`src/rtl/ubs_pkg.sv`:
```
// Constants for the break and synchronous serial block
// Function
// - Break is start, twelve zeros, stop
// - Break armed: holding write sends zeros only
// - Hardware clears break request after stop bit
// - Received break: pending, framing error, zero
// - Wake-up watches two edges, then next byte
// - Synchronous: no start/stop, half-duplex only
// - Mode bits select sync, master, direction, enable
// - Master drives clock, one cycle per bit
// - Data changes on leading clock edge
// - Polarity bit sets clock idle level
// - Holding waits, then moves to shifter at once
// - Master transmit drives data and clock pins
// - Master receive releases the data pin
// - Single receive: one character, then self-clears
// - Continuous clocks; clearing aborts partial character
// - Both set: single clears, continuous continues
// - Sample on trailing edge, push into FIFO
// - Data shows oldest entry; pending while unread
// - Slave takes external clock, driver off
// - Third character on full FIFO sets overrun
// - Overrun clear: read if single, else disable
// - Nine-bit receive; ninth bit read first
// - Rising edge ending break clears wake enable
package ubs_pkg;
  localparam int APB_AW = 8;
  localparam logic [7:0] OFS_CTRL = 8'h00;
  localparam logic [7:0] OFS_STATUS = 8'h04;
  localparam logic [7:0] OFS_TXDATA = 8'h08;
  localparam logic [7:0] OFS_RXDATA = 8'h0C;
  localparam logic [7:0] OFS_BAUD = 8'h10;
  localparam int CTRL_W = 12;
  localparam int B_PEN = 0;
  localparam int B_SYNC = 1;
  localparam int B_MASTER = 2;
  localparam int B_TRANSMIT_ENABLE_BIT = 3;
  localparam int B_SEND_BREAK_REQ = 4;
  localparam int B_SINGLE = 5;
  localparam int B_CONT = 6;
  localparam int B_POL = 7;
  localparam int B_RX9 = 8;
  localparam int B_TX9 = 9;
  localparam int B_TX_NINTH_BIT = 10;
  localparam int B_WAKE = 11;
  localparam int S_SHIFT_EMPTY = 0;
  localparam int S_TXBUF_EMPTY = 1;
  localparam int S_RX_PEND = 2;
  localparam int S_FRAMING_ERROR_FLAG = 3;
  localparam int S_OVR = 4;
  localparam int S_RX_NINTH_BIT = 5;
  localparam logic [CTRL_W-1:0] CTRL_RST = 12'h000;
  localparam logic [15:0] BAUD_RST = 16'h0003;
  localparam logic [3:0] BREAK_BITS = 4'hE;
  localparam logic [3:0] ASYNC_BITS8 = 4'hA;
  localparam logic [3:0] ASYNC_BITS9 = 4'hB;
  localparam logic [3:0] SYNC_BITS8 = 4'h8;
  localparam logic [3:0] SYNC_BITS9 = 4'h9;
  localparam logic [1:0] FIFO_DEPTH = 2'h2;
  typedef enum logic [1:0] {TX_IDLE, TX_ASYNC, TX_SYNC} ubs_tx_e;
  typedef enum logic [1:0] {RX_IDLE, RX_ASYNC, RX_SYNC} ubs_rx_e;
endpackage

```
`src/rtl/ubs_top.sv`:
```
// Break generator/detector and synchronous serial port with APB registers
`timescale 1ns/10ps
`default_nettype none
module ubs_top
  import ubs_pkg::*;
(
  // APB
  input wire logic pclk,
  input wire logic presetn,
  input wire logic psel,
  input wire logic penable,
  input wire logic pwrite,
  input wire logic [APB_AW-1:0] paddr,
  input wire logic [31:0] pwdata,
  output logic [31:0] prdata,
  output logic pready,
  output logic pslverr,
  // Clock pin
  input wire logic clock_pin_in,
  output logic clock_pin_out,
  output logic clock_pin_oe,
  // Data pin
  input wire logic data_pin_in,
  output logic data_pin_out,
  output logic data_pin_oe
);
  logic [CTRL_W-1:0] ctrl_ff, nxt_ctrl;
  logic [15:0] baud_ff;
  logic [15:0] bcnt_ff, rx_bcnt_ff;
  logic [31:0] prdata_ff;
  logic hold_full_ff, brk_ff, tx_sub_ff, dout_ff, phase_ff, clk_pin_ff;
  logic [7:0] hold_ff;
  logic [13:0] tx_sr_ff;
  logic [3:0] tx_left_ff, rx_left_ff;
  logic [8:0] rx_sr_ff;
  logic rx_sub_ff, ovr_ff, wake_pend_ff, cont_q_ff;
  logic [9:0] fifo_mem [2];
  logic fifo_rd_ff, fifo_wr_ff;
  logic [1:0] fifo_cnt_ff;
  logic clk_s1_ff, clk_s2_ff, clk_s3_ff, dat_s1_ff, dat_s2_ff, dat_s3_ff;
  ubs_tx_e tx_st_ff;
  ubs_rx_e rx_st_ff;

  logic pen, sync_m, master, rx_mode, pol, rx9, tx9;
  logic wr_en, rd_en, addr_ok, rd_rx, wr_tx, wr_ctrl;
  logic half_tick, rx_tick, running, lead_ev, trail_ev;
  logic tx_go, brk_done, rx_push, rx_framing_error_flag, wake_rise;
  logic dat_fall, dat_rise;
  logic [8:0] rx_word;
  logic [9:0] fifo_top;

  assign pen = ctrl_ff[B_PEN];
  assign sync_m = ctrl_ff[B_SYNC];
  assign master = ctrl_ff[B_MASTER];
  // Either receive enable selects receive direction
  assign rx_mode = ctrl_ff[B_SINGLE] | ctrl_ff[B_CONT];
  assign pol = ctrl_ff[B_POL];
  assign rx9 = ctrl_ff[B_RX9];
  assign tx9 = ctrl_ff[B_TX9];

  // APB decode; zero wait states
  assign addr_ok = (paddr == OFS_CTRL) || (paddr == OFS_STATUS) || (paddr == OFS_TXDATA) ||
                   (paddr == OFS_RXDATA) || (paddr == OFS_BAUD);
  assign wr_en = psel & penable & pwrite & addr_ok;
  assign rd_en = psel & penable & ~pwrite & addr_ok;
  assign wr_ctrl = wr_en & (paddr == OFS_CTRL);
  assign wr_tx = wr_en & (paddr == OFS_TXDATA);
  assign rd_rx = rd_en & (paddr == OFS_RXDATA);
  assign pready = 1'b1;
  assign pslverr = psel & penable & ~addr_ok;
  assign prdata = prdata_ff;

  // Link pins pass two flops before use
  always_ff @(posedge pclk or negedge presetn) begin
    if (!presetn) begin
      clk_s1_ff <= 1'b0;
      clk_s2_ff <= 1'b0;
      clk_s3_ff <= 1'b0;
      dat_s1_ff <= 1'b1;
      dat_s2_ff <= 1'b1;
      dat_s3_ff <= 1'b1;
    end else begin
      clk_s1_ff <= clock_pin_in;
      clk_s2_ff <= clk_s1_ff;
      clk_s3_ff <= clk_s2_ff;
      dat_s1_ff <= data_pin_in;
      dat_s2_ff <= dat_s1_ff;
      dat_s3_ff <= dat_s2_ff;
    end
  end
  assign dat_fall = dat_s3_ff & ~dat_s2_ff;
  assign dat_rise = ~dat_s3_ff & dat_s2_ff;

  assign fifo_top = fifo_mem[fifo_rd_ff];

  // Read data captured in the setup phase; pop happens at the access edge
  always_ff @(posedge pclk or negedge presetn) begin
    if (!presetn) begin
      prdata_ff <= 32'h0000_0000;
    end else if (psel && !penable && !pwrite) begin
      prdata_ff <= 32'h0000_0000;
      unique case (paddr)
        OFS_CTRL: prdata_ff[CTRL_W-1:0] <= ctrl_ff;
        OFS_STATUS: begin
          prdata_ff[S_SHIFT_EMPTY] <= (tx_st_ff == TX_IDLE);
          prdata_ff[S_TXBUF_EMPTY] <= ~hold_full_ff;
          prdata_ff[S_RX_PEND] <= (fifo_cnt_ff != 2'h0) | wake_pend_ff;
          prdata_ff[S_FRAMING_ERROR_FLAG] <= (fifo_cnt_ff != 2'h0) & fifo_top[9];
          prdata_ff[S_OVR] <= ovr_ff;
          prdata_ff[S_RX_NINTH_BIT] <= (fifo_cnt_ff != 2'h0) & fifo_top[8];
        end
        // Empty FIFO reads zero, which is also what a wake event returns
        OFS_RXDATA: prdata_ff[7:0] <= (fifo_cnt_ff != 2'h0) ? fifo_top[7:0] : 8'h00;
        OFS_BAUD: prdata_ff[15:0] <= baud_ff;
        default: prdata_ff <= 32'h0000_0000;
      endcase
    end
  end

  // Control register with hardware self-clearing bits
  always_comb begin
    nxt_ctrl = ctrl_ff;
    if (wr_ctrl) begin
      nxt_ctrl = pwdata[CTRL_W-1:0];
    end
    if (brk_done) begin
      nxt_ctrl[B_SEND_BREAK_REQ] = 1'b0;
    end
    if (rx_push && sync_m) begin
      nxt_ctrl[B_SINGLE] = 1'b0;
    end
    if (wake_rise) begin
      nxt_ctrl[B_WAKE] = 1'b0;
    end
  end

  always_ff @(posedge pclk or negedge presetn) begin
    if (!presetn) begin
      ctrl_ff <= CTRL_RST;
      cont_q_ff <= 1'b0;
      baud_ff <= BAUD_RST;
    end else begin
      ctrl_ff <= nxt_ctrl;
      cont_q_ff <= ctrl_ff[B_CONT];
      if (wr_en && paddr == OFS_BAUD) begin
        baud_ff <= pwdata[15:0];
      end
    end
  end

  // Half-bit enables: one for transmit and master clock, one restarted by each start bit
  assign half_tick = (bcnt_ff == baud_ff);
  assign rx_tick = (rx_bcnt_ff == baud_ff);
  always_ff @(posedge pclk or negedge presetn) begin
    if (!presetn) begin
      bcnt_ff <= 16'h0000;
      rx_bcnt_ff <= 16'h0000;
    end else begin
      bcnt_ff <= half_tick ? 16'h0000 : bcnt_ff + 16'h0001;
      if (rx_tick || (rx_st_ff == RX_IDLE && dat_fall)) begin
        rx_bcnt_ff <= 16'h0000;
      end else begin
        rx_bcnt_ff <= rx_bcnt_ff + 16'h0001;
      end
    end
  end

  // Master clock runs only while a character moves
  // Receive enables gate the clock too, so clearing them cuts it in the same cycle
  assign running = pen & sync_m & master &
                   (tx_st_ff == TX_SYNC || (rx_st_ff == RX_SYNC && rx_mode));
  always_comb begin
    if (master) begin
      lead_ev = running & half_tick & ~phase_ff;
      trail_ev = running & half_tick & phase_ff;
    end else begin
      lead_ev = (clk_s3_ff == pol) & (clk_s2_ff != pol);
      trail_ev = (clk_s3_ff != pol) & (clk_s2_ff == pol);
    end
  end
  always_ff @(posedge pclk or negedge presetn) begin
    if (!presetn) begin
      phase_ff <= 1'b0;
    end else if (!running) begin
      phase_ff <= 1'b0;
    end else if (half_tick) begin
      phase_ff <= ~phase_ff;
    end
  end

  // Holding register feeds the shifter as soon as it is empty
  assign tx_go = pen & ctrl_ff[B_TRANSMIT_ENABLE_BIT] & hold_full_ff & (tx_st_ff == TX_IDLE) &
                 (~sync_m | (~rx_mode & rx_st_ff == RX_IDLE));
  always_ff @(posedge pclk or negedge presetn) begin
    if (!presetn) begin
      hold_full_ff <= 1'b0;
      hold_ff <= 8'h00;
    end else if (!pen) begin
      hold_full_ff <= 1'b0;
    end else if (wr_tx) begin
      hold_full_ff <= 1'b1;
      hold_ff <= pwdata[7:0];
    end else if (tx_go) begin
      hold_full_ff <= 1'b0;
    end
  end

  assign brk_done = (tx_st_ff == TX_ASYNC) & brk_ff & half_tick & tx_sub_ff & (tx_left_ff == 4'h1);
  always_ff @(posedge pclk or negedge presetn) begin
    if (!presetn) begin
      tx_st_ff <= TX_IDLE;
      tx_sr_ff <= 14'h3FFF;
      tx_left_ff <= 4'h0;
      tx_sub_ff <= 1'b0;
      brk_ff <= 1'b0;
      dout_ff <= 1'b1;
    end else if (!pen) begin
      tx_st_ff <= TX_IDLE;
      tx_sr_ff <= 14'h3FFF;
      brk_ff <= 1'b0;
    end else begin
      unique case (tx_st_ff)
        TX_IDLE: begin
          tx_sub_ff <= 1'b0;
          if (tx_go && !sync_m) begin
            tx_st_ff <= TX_ASYNC;
            brk_ff <= ctrl_ff[B_SEND_BREAK_REQ];
            if (ctrl_ff[B_SEND_BREAK_REQ]) begin
              // Written value ignored: start, twelve zeros, stop
              tx_sr_ff <= {1'b1, 13'h0000};
              tx_left_ff <= BREAK_BITS;
            end else begin
              tx_sr_ff <= {4'hF, tx9 ? ctrl_ff[B_TX_NINTH_BIT] : 1'b1, hold_ff, 1'b0};
              tx_left_ff <= tx9 ? ASYNC_BITS9 : ASYNC_BITS8;
            end
          end else if (tx_go) begin
            // No framing bits in synchronous mode
            tx_st_ff <= TX_SYNC;
            tx_sr_ff <= {5'h00, ctrl_ff[B_TX_NINTH_BIT], hold_ff};
            tx_left_ff <= tx9 ? SYNC_BITS9 : SYNC_BITS8;
          end
        end
        TX_ASYNC: begin
          if (half_tick) begin
            tx_sub_ff <= ~tx_sub_ff;
            if (tx_sub_ff) begin
              tx_sr_ff <= {1'b1, tx_sr_ff[13:1]};
              tx_left_ff <= tx_left_ff - 4'h1;
              if (tx_left_ff == 4'h1) begin
                tx_st_ff <= TX_IDLE;
                brk_ff <= 1'b0;
              end
            end
          end
        end
        TX_SYNC: begin
          if (!sync_m) begin
            tx_st_ff <= TX_IDLE;
          end else if (lead_ev) begin
            dout_ff <= tx_sr_ff[0];
            tx_sr_ff <= {1'b0, tx_sr_ff[13:1]};
          end else if (trail_ev) begin
            tx_left_ff <= tx_left_ff - 4'h1;
            if (tx_left_ff == 4'h1) begin
              tx_st_ff <= TX_IDLE;
            end
          end
        end
        default: tx_st_ff <= TX_IDLE;
      endcase
    end
  end

  // Receiver: async with framing check, or synchronous on trailing edges
  always_comb begin
    rx_push = 1'b0;
    rx_framing_error_flag = 1'b0;
    rx_word = 9'h000;
    if (rx_st_ff == RX_ASYNC && rx_tick && !rx_sub_ff && rx_left_ff == 4'h1) begin
      rx_push = 1'b1;
      rx_framing_error_flag = ~dat_s2_ff;
      rx_word = rx9 ? rx_sr_ff : {1'b0, rx_sr_ff[8:1]};
    end else if (rx_st_ff == RX_SYNC && trail_ev && rx_left_ff == 4'h1) begin
      rx_push = 1'b1;
      rx_word = rx9 ? {dat_s2_ff, rx_sr_ff[8:1]} : {1'b0, dat_s2_ff, rx_sr_ff[8:2]};
    end
  end

  always_ff @(posedge pclk or negedge presetn) begin
    if (!presetn) begin
      rx_st_ff <= RX_IDLE;
      rx_sr_ff <= 9'h000;
      rx_left_ff <= 4'h0;
      rx_sub_ff <= 1'b0;
    end else if (!pen) begin
      rx_st_ff <= RX_IDLE;
    end else begin
      unique case (rx_st_ff)
        RX_IDLE: begin
          rx_sub_ff <= 1'b0;
          if (!sync_m && ctrl_ff[B_CONT] && !ovr_ff && !ctrl_ff[B_WAKE] && dat_fall) begin
            rx_st_ff <= RX_ASYNC;
            rx_left_ff <= rx9 ? ASYNC_BITS9 : ASYNC_BITS8;
          end else if (sync_m && rx_mode && !ovr_ff && tx_st_ff == TX_IDLE) begin
            rx_st_ff <= RX_SYNC;
            rx_left_ff <= rx9 ? SYNC_BITS9 : SYNC_BITS8;
          end
        end
        RX_ASYNC: begin
          if (rx_tick) begin
            rx_sub_ff <= ~rx_sub_ff;
            if (!rx_sub_ff) begin
              rx_left_ff <= rx_left_ff - 4'h1;
              if (rx_left_ff == (rx9 ? ASYNC_BITS9 : ASYNC_BITS8)) begin
                if (dat_s2_ff) begin
                  rx_st_ff <= RX_IDLE;
                end
              end else if (rx_left_ff == 4'h1) begin
                rx_st_ff <= RX_IDLE;
              end else begin
                rx_sr_ff <= {dat_s2_ff, rx_sr_ff[8:1]};
              end
            end
          end
        end
        RX_SYNC: begin
          if (!sync_m || !rx_mode) begin
            rx_st_ff <= RX_IDLE;
          end else if (trail_ev) begin
            rx_sr_ff <= {dat_s2_ff, rx_sr_ff[8:1]};
            rx_left_ff <= rx_left_ff - 4'h1;
            if (rx_left_ff == 4'h1) begin
              rx_st_ff <= RX_IDLE;
            end
          end
        end
        default: rx_st_ff <= RX_IDLE;
      endcase
    end
  end

  // Two-entry FIFO; a read pops the oldest
  always_ff @(posedge pclk or negedge presetn) begin
    if (!presetn) begin
      fifo_rd_ff <= 1'b0;
      fifo_wr_ff <= 1'b0;
      fifo_cnt_ff <= 2'h0;
      fifo_mem[0] <= 10'h000;
      fifo_mem[1] <= 10'h000;
    end else if (!pen) begin
      fifo_rd_ff <= 1'b0;
      fifo_wr_ff <= 1'b0;
      fifo_cnt_ff <= 2'h0;
    end else begin
      if (rx_push && fifo_cnt_ff != FIFO_DEPTH) begin
        fifo_mem[fifo_wr_ff] <= {rx_framing_error_flag, rx_word};
        fifo_wr_ff <= ~fifo_wr_ff;
      end
      if (rd_rx && fifo_cnt_ff != 2'h0) begin
        fifo_rd_ff <= ~fifo_rd_ff;
      end
      fifo_cnt_ff <= fifo_cnt_ff + {1'b0, rx_push && fifo_cnt_ff != FIFO_DEPTH}
                     - {1'b0, rd_rx && fifo_cnt_ff != 2'h0};
    end
  end

  // Overrun: contents kept, set wins over clear
  always_ff @(posedge pclk or negedge presetn) begin
    if (!presetn) begin
      ovr_ff <= 1'b0;
    end else if (rx_push && fifo_cnt_ff == FIFO_DEPTH) begin
      ovr_ff <= 1'b1;
    end else if (!pen || (cont_q_ff && !ctrl_ff[B_CONT]) || (rd_rx && !ctrl_ff[B_CONT])) begin
      ovr_ff <= 1'b0;
    end
  end

  // Wake-up: falling edge flags pending, rising edge ends the break
  assign wake_rise = ctrl_ff[B_WAKE] & wake_pend_ff & dat_rise;
  always_ff @(posedge pclk or negedge presetn) begin
    if (!presetn) begin
      wake_pend_ff <= 1'b0;
    end else if (pen && !sync_m && ctrl_ff[B_WAKE] && rx_st_ff == RX_IDLE && dat_fall) begin
      wake_pend_ff <= 1'b1;
    end else if (rd_rx || !pen) begin
      wake_pend_ff <= 1'b0;
    end
  end

  // Pin drivers; async line idles high on the clock pin
  always_ff @(posedge pclk or negedge presetn) begin
    if (!presetn) begin
      clk_pin_ff <= 1'b1;
    end else if (sync_m) begin
      clk_pin_ff <= pol ^ (phase_ff & running);
    end else begin
      clk_pin_ff <= (tx_st_ff == TX_ASYNC) ? tx_sr_ff[0] : 1'b1;
    end
  end
  assign clock_pin_out = clk_pin_ff;
  assign clock_pin_oe = pen & (sync_m ? master : ctrl_ff[B_TRANSMIT_ENABLE_BIT]);
  assign data_pin_out = dout_ff;
  assign data_pin_oe = pen & sync_m & ~rx_mode & ctrl_ff[B_TRANSMIT_ENABLE_BIT];
endmodule
`default_nettype wire

```
`config.mk`:
```
export PLATFORM = sky130hd
export DESIGN_NAME = ubs_top
export DESIGN_NICKNAME = d
export VERILOG_FILES = /design/src/rtl/ubs_pkg.sv /design/src/rtl/ubs_top.sv
export SDC_FILE = /design/constraint.sdc
export NUM_CORES = 1
export LEC_CHECK = 0
export BUFFER_PORTS_ARGS = -buffer_cell sky130_fd_sc_hd__buf_2
export CAP_MARGIN = 25
export CORE_MARGIN = 10
export CORE_UTILIZATION = 50
export DETAILED_ROUTE_END_ITERATION = 10
export HOLD_SLACK_MARGIN = 0.03
export PLACE_DENSITY = 0.69
export SLEW_MARGIN = 10
export SYNTH_ARGS = -nofsm -noshare
export SYNTH_HDL_FRONTEND = slang
export SYNTH_SLANG_ARGS = --single-unit
```
`constraint.sdc`:
```
create_clock -name pclk -period 3.25 [get_ports pclk]
set_clock_uncertainty 0.05 [all_clocks]
set_input_delay 0.65 -clock pclk [delete_from_list [all_inputs] [get_ports pclk]]
set_output_delay 0.65 -clock pclk [all_outputs]
set_load 0.01 [all_outputs]
```
==> key figures, run 1 <==
Run status
  – Outcome: finished clean

Synthesis
  – Yosys reg bits: 159
  – Mean area per synthesized cell: 10.11 sq um
  – Primary FF master, synth: dfrtp_1
  – Most frequent cell after synthesis: dfrtp_1
  – Syn Inst Count: 843
  – Top post-synthesis cells by count: 138 x dfrtp_1, 83 x nand2_1, 61 x nor2_1
  – Synth area leader: dfrtp_1
  – FFs w/ async S/R, synth: 100.0%
  – Cell variety after synth: 67
  – Number of synthesized flops with an enable pin: 0
  – Post-synthesis sequential area ratio: 46.99%
  – Mapped Area: 8523 sq um
  – Yosys top cell area share: 40.52%
  – Yosys warns: 0
  – Synth area leaders: dfrtp_1 41%, dfstp_2 6.5%, mux2_2 5.7%, mux2i_1 4.0%, xnor2_1 3.7%

Setup path
  – Worst-path cell chain: xnor2_1 -> nand4_1 -> nor4_4 -> buf_12 -> a21oi_1 -> o21ai_2 -> nand2_1 -> ha_1 -> inv_1 -> ha_1 -> xnor2_1 -> and2_1
  – Worst Path Max Fanout: 26
  – CP Class: register to register
  – Worst path top cell family by delay: simple AND/OR/NAND/NOR gates
  – Required @ worst endpoint: 3.52 ns
  – CP max-delay cell: dfstp_2
  – Slowest stage delay, CP: 0.60 ns
  – Worst EP arrival: 3.13 ns
  – Crit start category: register
  – Worst setup EP type: register
  – Worst Path Buf+Inv: 2

GRT
  – First-pass GRT wire length: 34.00 mm
  – Initial antenna violation count: 0
  – GR Layer Usage met1: 25.87%
  – GRT Total Usage: 18.92%
  – GR Layer Usage met3: 4.382%
  – Vias in the first global route: 6384
  – Grt total ovfl: 0
  – Gr busiest metal: met2
  – Largest net degree at the start of global routing: 64
  – GR Layer Usage met2: 29.37%

Floorplan
  – Die ar.: 22670 sq um
  – IO Pins: 85
  – Starting Density: 51.21%
  – Die Height: 150.6 um
  – Core area: 16640 sq um
  – Die Wd: 150.6 um
  – FP Rows: 47

Detailed routing
  – DR pass1 iterations: 5
  – DRT Wirelength: 20.61 mm
  – Antenna Nets Post-Route: 0
  – DR WL/cell: 18.22 um
  – DR vias/cell: 5.647
  – Vias: 6387
  – DRC viols: 0
  – 1st-iter DRT viols: 418

STA
  – Max Fclk: 0.3498 GHz
  – Finish-stage setup viols: 0
  – Max-slew headroom: 53.67%
  – Setup TNS: 0 ns
  – Final Cycle Share: 87.97%
  – Period minus WS final: 2.859 ns
  – Hold WS: 0.1355 ns
  – Unrepaired setup endpoints after global routing: no
  – Hold Vio Cnt, Final: 0
  – Worst Max-Slew Pin Slew: 0.6949 ns
  – Pins over their slew limit: 0

Cells and area
  – Layout Utilization: 57.81%
  – Fillers: 1458
  – Share of layout cells above drive strength 1: 20.42%
  – Area grow syn2layout: 12.87%
  – Post-route design area: 9620 sq um
  – Ant. Diodes: 0
  – Nets: 962

Run
  – Max Cap Violations: 0

Clock network
  – CTS Buf Count: 17
  – Post-CTS Setup Bufs: 0
  – H-tree Lvls: 4
  – Root Buffer: clkbuf_16
  – Post-CTS Resized: 0
  – Clock latency on the worst-skew pair: 0.44 ns
  – Longest Clk Path Bufs: 2
  – CTS sink count: 159
  – Clock-pin slew on the worst setup and hold paths: 0.07 ns
  – CTS tree: done
  – Cts hold-fix bufs: 0

Power
  – Leak: 4.338 nW
  – PwrDens: 471.8 nW/um^2
  – Maximum VDD drop: 0.3893 mV

Placed design
  – Final Wtd Congestion: 0.8425
  – Placed instance area: 9049 sq um
  – Post-DP HPWL: 14.89 mm
  – Port bufs: 51

Min path
  – Hold crit path type: input pin to async pin
registers in the layout, summed over array words and instances (netlist names), 4 cells and up:
signal / count
fifo_mem: 20
baud_ff: 16
bcnt_ff: 16
prdata: 16
rx_bcnt_ff: 16
tx_sr_ff: 14
ctrl_ff: 12
rx_sr_ff: 9
hold_ff: 8
rx_left_ff: 4
tx_left_ff: 4
per-layer routing:
| layer | routed length [um] | up-vias |
|---|---|---|
| li1 | - | 3073 |
| met1 | 9598 | 3141 |
| met2 | 9693 | 148 |
| met3 | 1043 | 25 |
| met4 | 277 | 0 |
| met5 | 0 | - |
final timing paths:
path / from / end / slack [ns] / cells after the start
setup reg to reg: baud_ff[1]$_DFFE_PN1P_ / fifo_cnt_ff[1]$_DFF_PN0_ / 0.39 / 12
max in group asynchronous: presetn / dat_s1_ff$_DFF_PN1_ / 2.26 / 2
hold reg to reg: clk_s1_ff$_DFF_PN0_ / clk_s2_ff$_DFF_PN0_ / 0.30 / 0
hold / removal: presetn / tx_left_ff[2]$_DFFE_PN0P_ / 0.14 / 1
setup / recovery: baud_ff[1]$_DFFE_PN1P_ / fifo_cnt_ff[1]$_DFF_PN0_ / 0.39 / 12
min in group pclk: data_pin_in / dat_s1_ff$_DFF_PN1_ / 0.26 / 1
cell usage in the layout, fill, tap and decap left out, drive strengths merged, types with 4 or more instances in the layout:
master      n
a31oi       4
nand3      22
a21oi      27
clkinv      8
nand3b      6
nand2      84
mux2       43
nand4      16
a22o       12
xor2       31
o21a        5
and2        6
o221ai      6
nand2b      6
dfstp      21
mux2i      34
inv        25
nand4b      5
conb       17
nor2b      15
nor3       19
clkinvlp    4
nor2       62
clkbuf     17
nor4        5
nor3b       9
xnor2      36
o31ai       7
buf        76
ha         17
a2111oi    10
dfrtp     138
o21ai      57
and3       14
worst reg2reg max path: stages, from the launching register on:
cell and delay (ns):
dfstp_2 0.60, xnor2_1 0.13, nand4_1 0.17, nor4_4 0.31, buf_12 0.22, a21oi_1 0.13
o21ai_2 0.26, nand2_1 0.10, ha_1 0.28, inv_1 0.04, ha_1 0.18, xnor2_1 0.12
and2_1 0.15
through the flow:
stage / setup slack, ns / cells / total power, W
global route: 0.1731 / 1131 / 0.004719
global placement: 0.2982 / 1099 / 0.002621
floorplan: 0.4517 / 858 / 0.002426
CTS: 0.3807 / 1131 / 0.004571
finish: 0.3909 / 1131 / 0.004539
detailed placement: 0.1728 / 1099 / 0.002629
power breakdown:
| part | internal, W | leakage, nW | switching (W) |
|---|---|---|---|
| Clock | 0.00112 | 0.275 | 0.000818 |
| Combinational | 0.000182 | 1.94 | 0.000310 |
| Sequential | 0.00203 | 2.13 | 0.0000719 |
area by class of cell:
type,count,area [sq um],area share (%)
Sequential cell,159,4005,41.63
Timing Repair Buffer,76,474.2,4.929
Clock buffer,17,425.4,4.422
Inverter,24,90.09,0.9364
Clock inverter,15,146.4,1.522
Multi-Input combinational cell,620,4204,43.70
Tap cell,220,275.3,2.861
cell families (layout without fill, tap and decap cells):
group | after synthesis | after routing | synth area share (%)
and+or+nand+nor | 280 | 280 | 16.49
AOI/OAI and AO/OA | 160 | 160 | 12.51
DFF | 159 | 159 | 46.99
muxes | 79 | 79 | 10.20
buffers and inverters | 79 | 132 | 4.345
xor gates and xnor gates | 67 | 67 | 6.885
adders and majority gates | 17 | 17 | 2.496
other | 2 | 17 | 0.08811
Note: power is estimated with default switching activity, not from simulation.
==> run 2, diff against run 1 <==
- PLACE_DENSITY: 0.69 -> not set
- PLACE_DENSITY_LB_ADDON: not set -> 0.3
==> run 2 against run 1 <==
- combinational power decreased by 4.5%
- register-to-register slack lost 0.06 ns
- count of clock-buffer cells in the layout rose by 4
- fmax shrank 2.1%
- clock power is 6% higher
- worst hold slack better by 0.11 ns
- critical path depth fell by 5
- sequential cell count unchanged
- global-route usage down 0.21 points
- wire length down 0.13%
- setup slack got worse by 0.062 ns
- critical endpoint is now rx_sr_ff[3]$_DFFE_PN0P_
==> key figures, run 2 (same netlist as run 1, synthesis figures left out) <==
Detailed routing
  – DRT Wirelength: 20.59 mm (was 20.61 mm)
  – DR pass1 iterations: 6 (was 5)
  – DR WL/cell: 18.20 um (was 18.22 um)
  – DR vias/cell: 5.668 (was 5.647)
  – DRC viols: 0 (unchanged)
  – 1st-iter DRT viols: 536 (was 418)
  – Vias: 6410 (was 6387)
  – Antenna Nets Post-Route: 0 (unchanged)

Clock network
  – H-tree Lvls: 4 (unchanged)
  – Post-CTS Resized: 0 (unchanged)
  – Clock latency on the worst-skew pair: 0.43 ns (was 0.44 ns)
  – Longest Clk Path Bufs: 2 (unchanged)
  – CTS Buf Count: 17 (unchanged)
  – Cts hold-fix bufs: 0 (unchanged)
  – Root Buffer: clkbuf_16 (unchanged)
  – CTS tree: done (unchanged)
  – Post-CTS Setup Bufs: 0 (unchanged)
  – CTS sink count: 159 (unchanged)
  – Clock-pin slew on the worst setup and hold paths: 0.06 ns (was 0.07 ns)

Power
  – P_sw: 0.001166 W (was 0.001200 W)
  – Tot Pwr: 0.004635 W (was 0.004539 W)
  – Leak: 4.366 nW (was 4.338 nW)
  – PwrDens: 480.6 nW/um^2 (was 471.8 nW/um^2)
  – Part of the power in registers: 45.4% (was 46.4%)
  – Sw Ratio: 25.15% (was 26.43%)
  – Maximum VDD drop: 0.3522 mV (was 0.3893 mV)
  – Internal: 0.003469 W (was 0.003339 W)
  – Clock network power share: 44.5% (was 42.8%)
  – Gate power share: 10.1% (was 10.8%)

Floorplan
  – Die ar.: 22670 sq um (unchanged)
  – Die Wd: 150.6 um (unchanged)
  – Starting Density: 51.21% (unchanged)
  – IO Pins: 85 (unchanged)
  – Die Height: 150.6 um (unchanged)
  – FP Rows: 47 (unchanged)
  – Core area: 16640 sq um (unchanged)

Cells and area
  – Commonest non-fill, non-tap cell in the layout: dfrtp_1 (unchanged)
  – Share of layout cells above drive strength 1: 20.31% (was 20.42%)
  – Fillers: 1487 (was 1458)
  – Post-route insts no fill: 1131 (unchanged)
  – Commonest cells after routing, fill and taps aside: 138 x dfrtp_1, 83 x nand2_1, 61 x nor2_1 (unchanged)
  – Nets: 962 (unchanged)
  – Reg with most FFs: fifo_mem (unchanged)
  – Area grow syn2layout: 13.15% (was 12.87%)
  – Ant. Diodes: 0 (unchanged)
  – Max FFs per register: 20 (unchanged)

Setup path
  – CP Class: register to register (unchanged)
  – R2R depth: 7 (was 12)
  – RR Startpoint: baud_ff[6]$_DFFE_PN0P_ (was baud_ff[1]$_DFFE_PN1P_)
  – Worst setup EP type: register (unchanged)
  – Required @ worst endpoint: 3.51 ns (was 3.52 ns)
  – Worst EP arrival: 3.18 ns (was 3.13 ns)
  – Start point of the critical path: baud_ff[6]$_DFFE_PN0P_ (was baud_ff[1]$_DFFE_PN1P_)
  – Worst Path Max Fanout: 11 (was 26)
  – Crit start category: register (unchanged)

Run status
  – Outcome: finished clean (unchanged)

GRT
  – GRT Total Usage: 18.71% (was 18.92%)
  – First-pass GRT wire length: 33.62 mm (was 34.00 mm)
  – Vias in the first global route: 6210 (was 6384)
  – Largest net degree at the start of global routing: 90 (was 64)
  – Initial antenna violation count: 0 (unchanged)
  – Grt total ovfl: 0 (unchanged)

Placed design
  – Port bufs: 51 (unchanged)
  – Post-DP HPWL: 14.79 mm (was 14.89 mm)
  – Inst Count DP: 1099 (unchanged)
  – Final Wtd Congestion: 0.8508 (was 0.8425)
  – Pre-CTS setup slack: 0.1872 ns (was 0.1728 ns)

STA
  – Final worst setup slack: 0.3285 ns (was 0.3909 ns)
  – Final Cycle Share: 89.89% (was 87.97%)
  – Max Fclk: 0.3423 GHz (was 0.3498 GHz)
  – Hold Vio Cnt, Final: 0 (unchanged)
  – Setup TNS: 0 ns (unchanged)
  – Hold WS: 0.2482 ns (was 0.1355 ns)
  – Finish-stage setup viols: 0 (unchanged)
  – Pins over their slew limit: 0 (unchanged)
  – Worst Max-Slew Pin Slew: 0.8130 ns (was 0.6949 ns)
  – Period minus WS final: 2.921 ns (was 2.859 ns)
  – Unrepaired setup endpoints after global routing: no (unchanged)
  – Max-slew headroom: 45.80% (was 53.67%)

Run
  – Max Cap Violations: 0 (unchanged)

Min path
  – Hold crit path type: input pin to async pin (unchanged)
[run 2: power groups by stage]
stage | Combinational (W) | Clock, W | Sequential (W)
detailed placement | 0.000469 | 0 | 0.00214
CTS | 0.000474 | 0.00209 | 0.00210
floorplan | 0.000305 | 0 | 0.00212
global placement | 0.000466 | 0 | 0.00214
finish | 0.000470 | 0.00206 | 0.00210
global route | 0.000526 | 0.00219 | 0.00211
[run 2: layout make-up]
| cell class | count | area (sq um) | share of cell area (%) |
|---|---|---|---|
| multi-input combinational | 620 | 4204 | 43.59 |
| sequential | 159 | 4005 | 41.53 |
| clock buffer | 21 | 470.5 | 4.878 |
| timing repair buffer | 76 | 461.7 | 4.787 |
| tap | 220 | 275.3 | 2.854 |
| clock inverter | 11 | 137.6 | 1.427 |
| inverter | 24 | 90.09 | 0.9341 |
[run 2: per-stage QoR]
stage / instance area [sq um] / util [%]
finish: 9644 / 57.95
detailed placement: 9036 / 54.30
global placement: 9036 / 54.30
CTS: 9644 / 57.95
floorplan: 8579 / -
global route: 9644 / 57.95
[run 2: path summary, 6_finish.rpt]
| check | slack [ns] | end |
|---|---|---|
| setup reg to reg | 0.33 | rx_sr_ff[3]$_DFFE_PN0P_ |
| max in group asynchronous | 2.12 | dat_s1_ff$_DFF_PN1_ |
| setup / recovery | 0.33 | rx_sr_ff[3]$_DFFE_PN0P_ |
| hold / removal | 0.25 | bcnt_ff[9]$_DFF_PN0_ |
| min in group pclk | 0.27 | dat_s1_ff$_DFF_PN1_ |
| hold reg to reg | 0.30 | clk_s2_ff$_DFF_PN0_ |
[run 2: per-layer routing]
layer / wire, um / global-route usage, %
met1: 9496 / 25.97
met2: 9801 / 29.01
met3: 1065 / 3.872
met4: 223 / 5.053
met5: 0 / 0
[run 2: worst max-delay path: stages (launching register included)]
cell      delay (ns)
dfrtp_1         0.47
xor2_1          0.19
nor4_1          0.30
nand4_1         0.29
buf_4           0.26
o41ai_1         0.34
nand4b_1        0.47
mux2_2          0.44
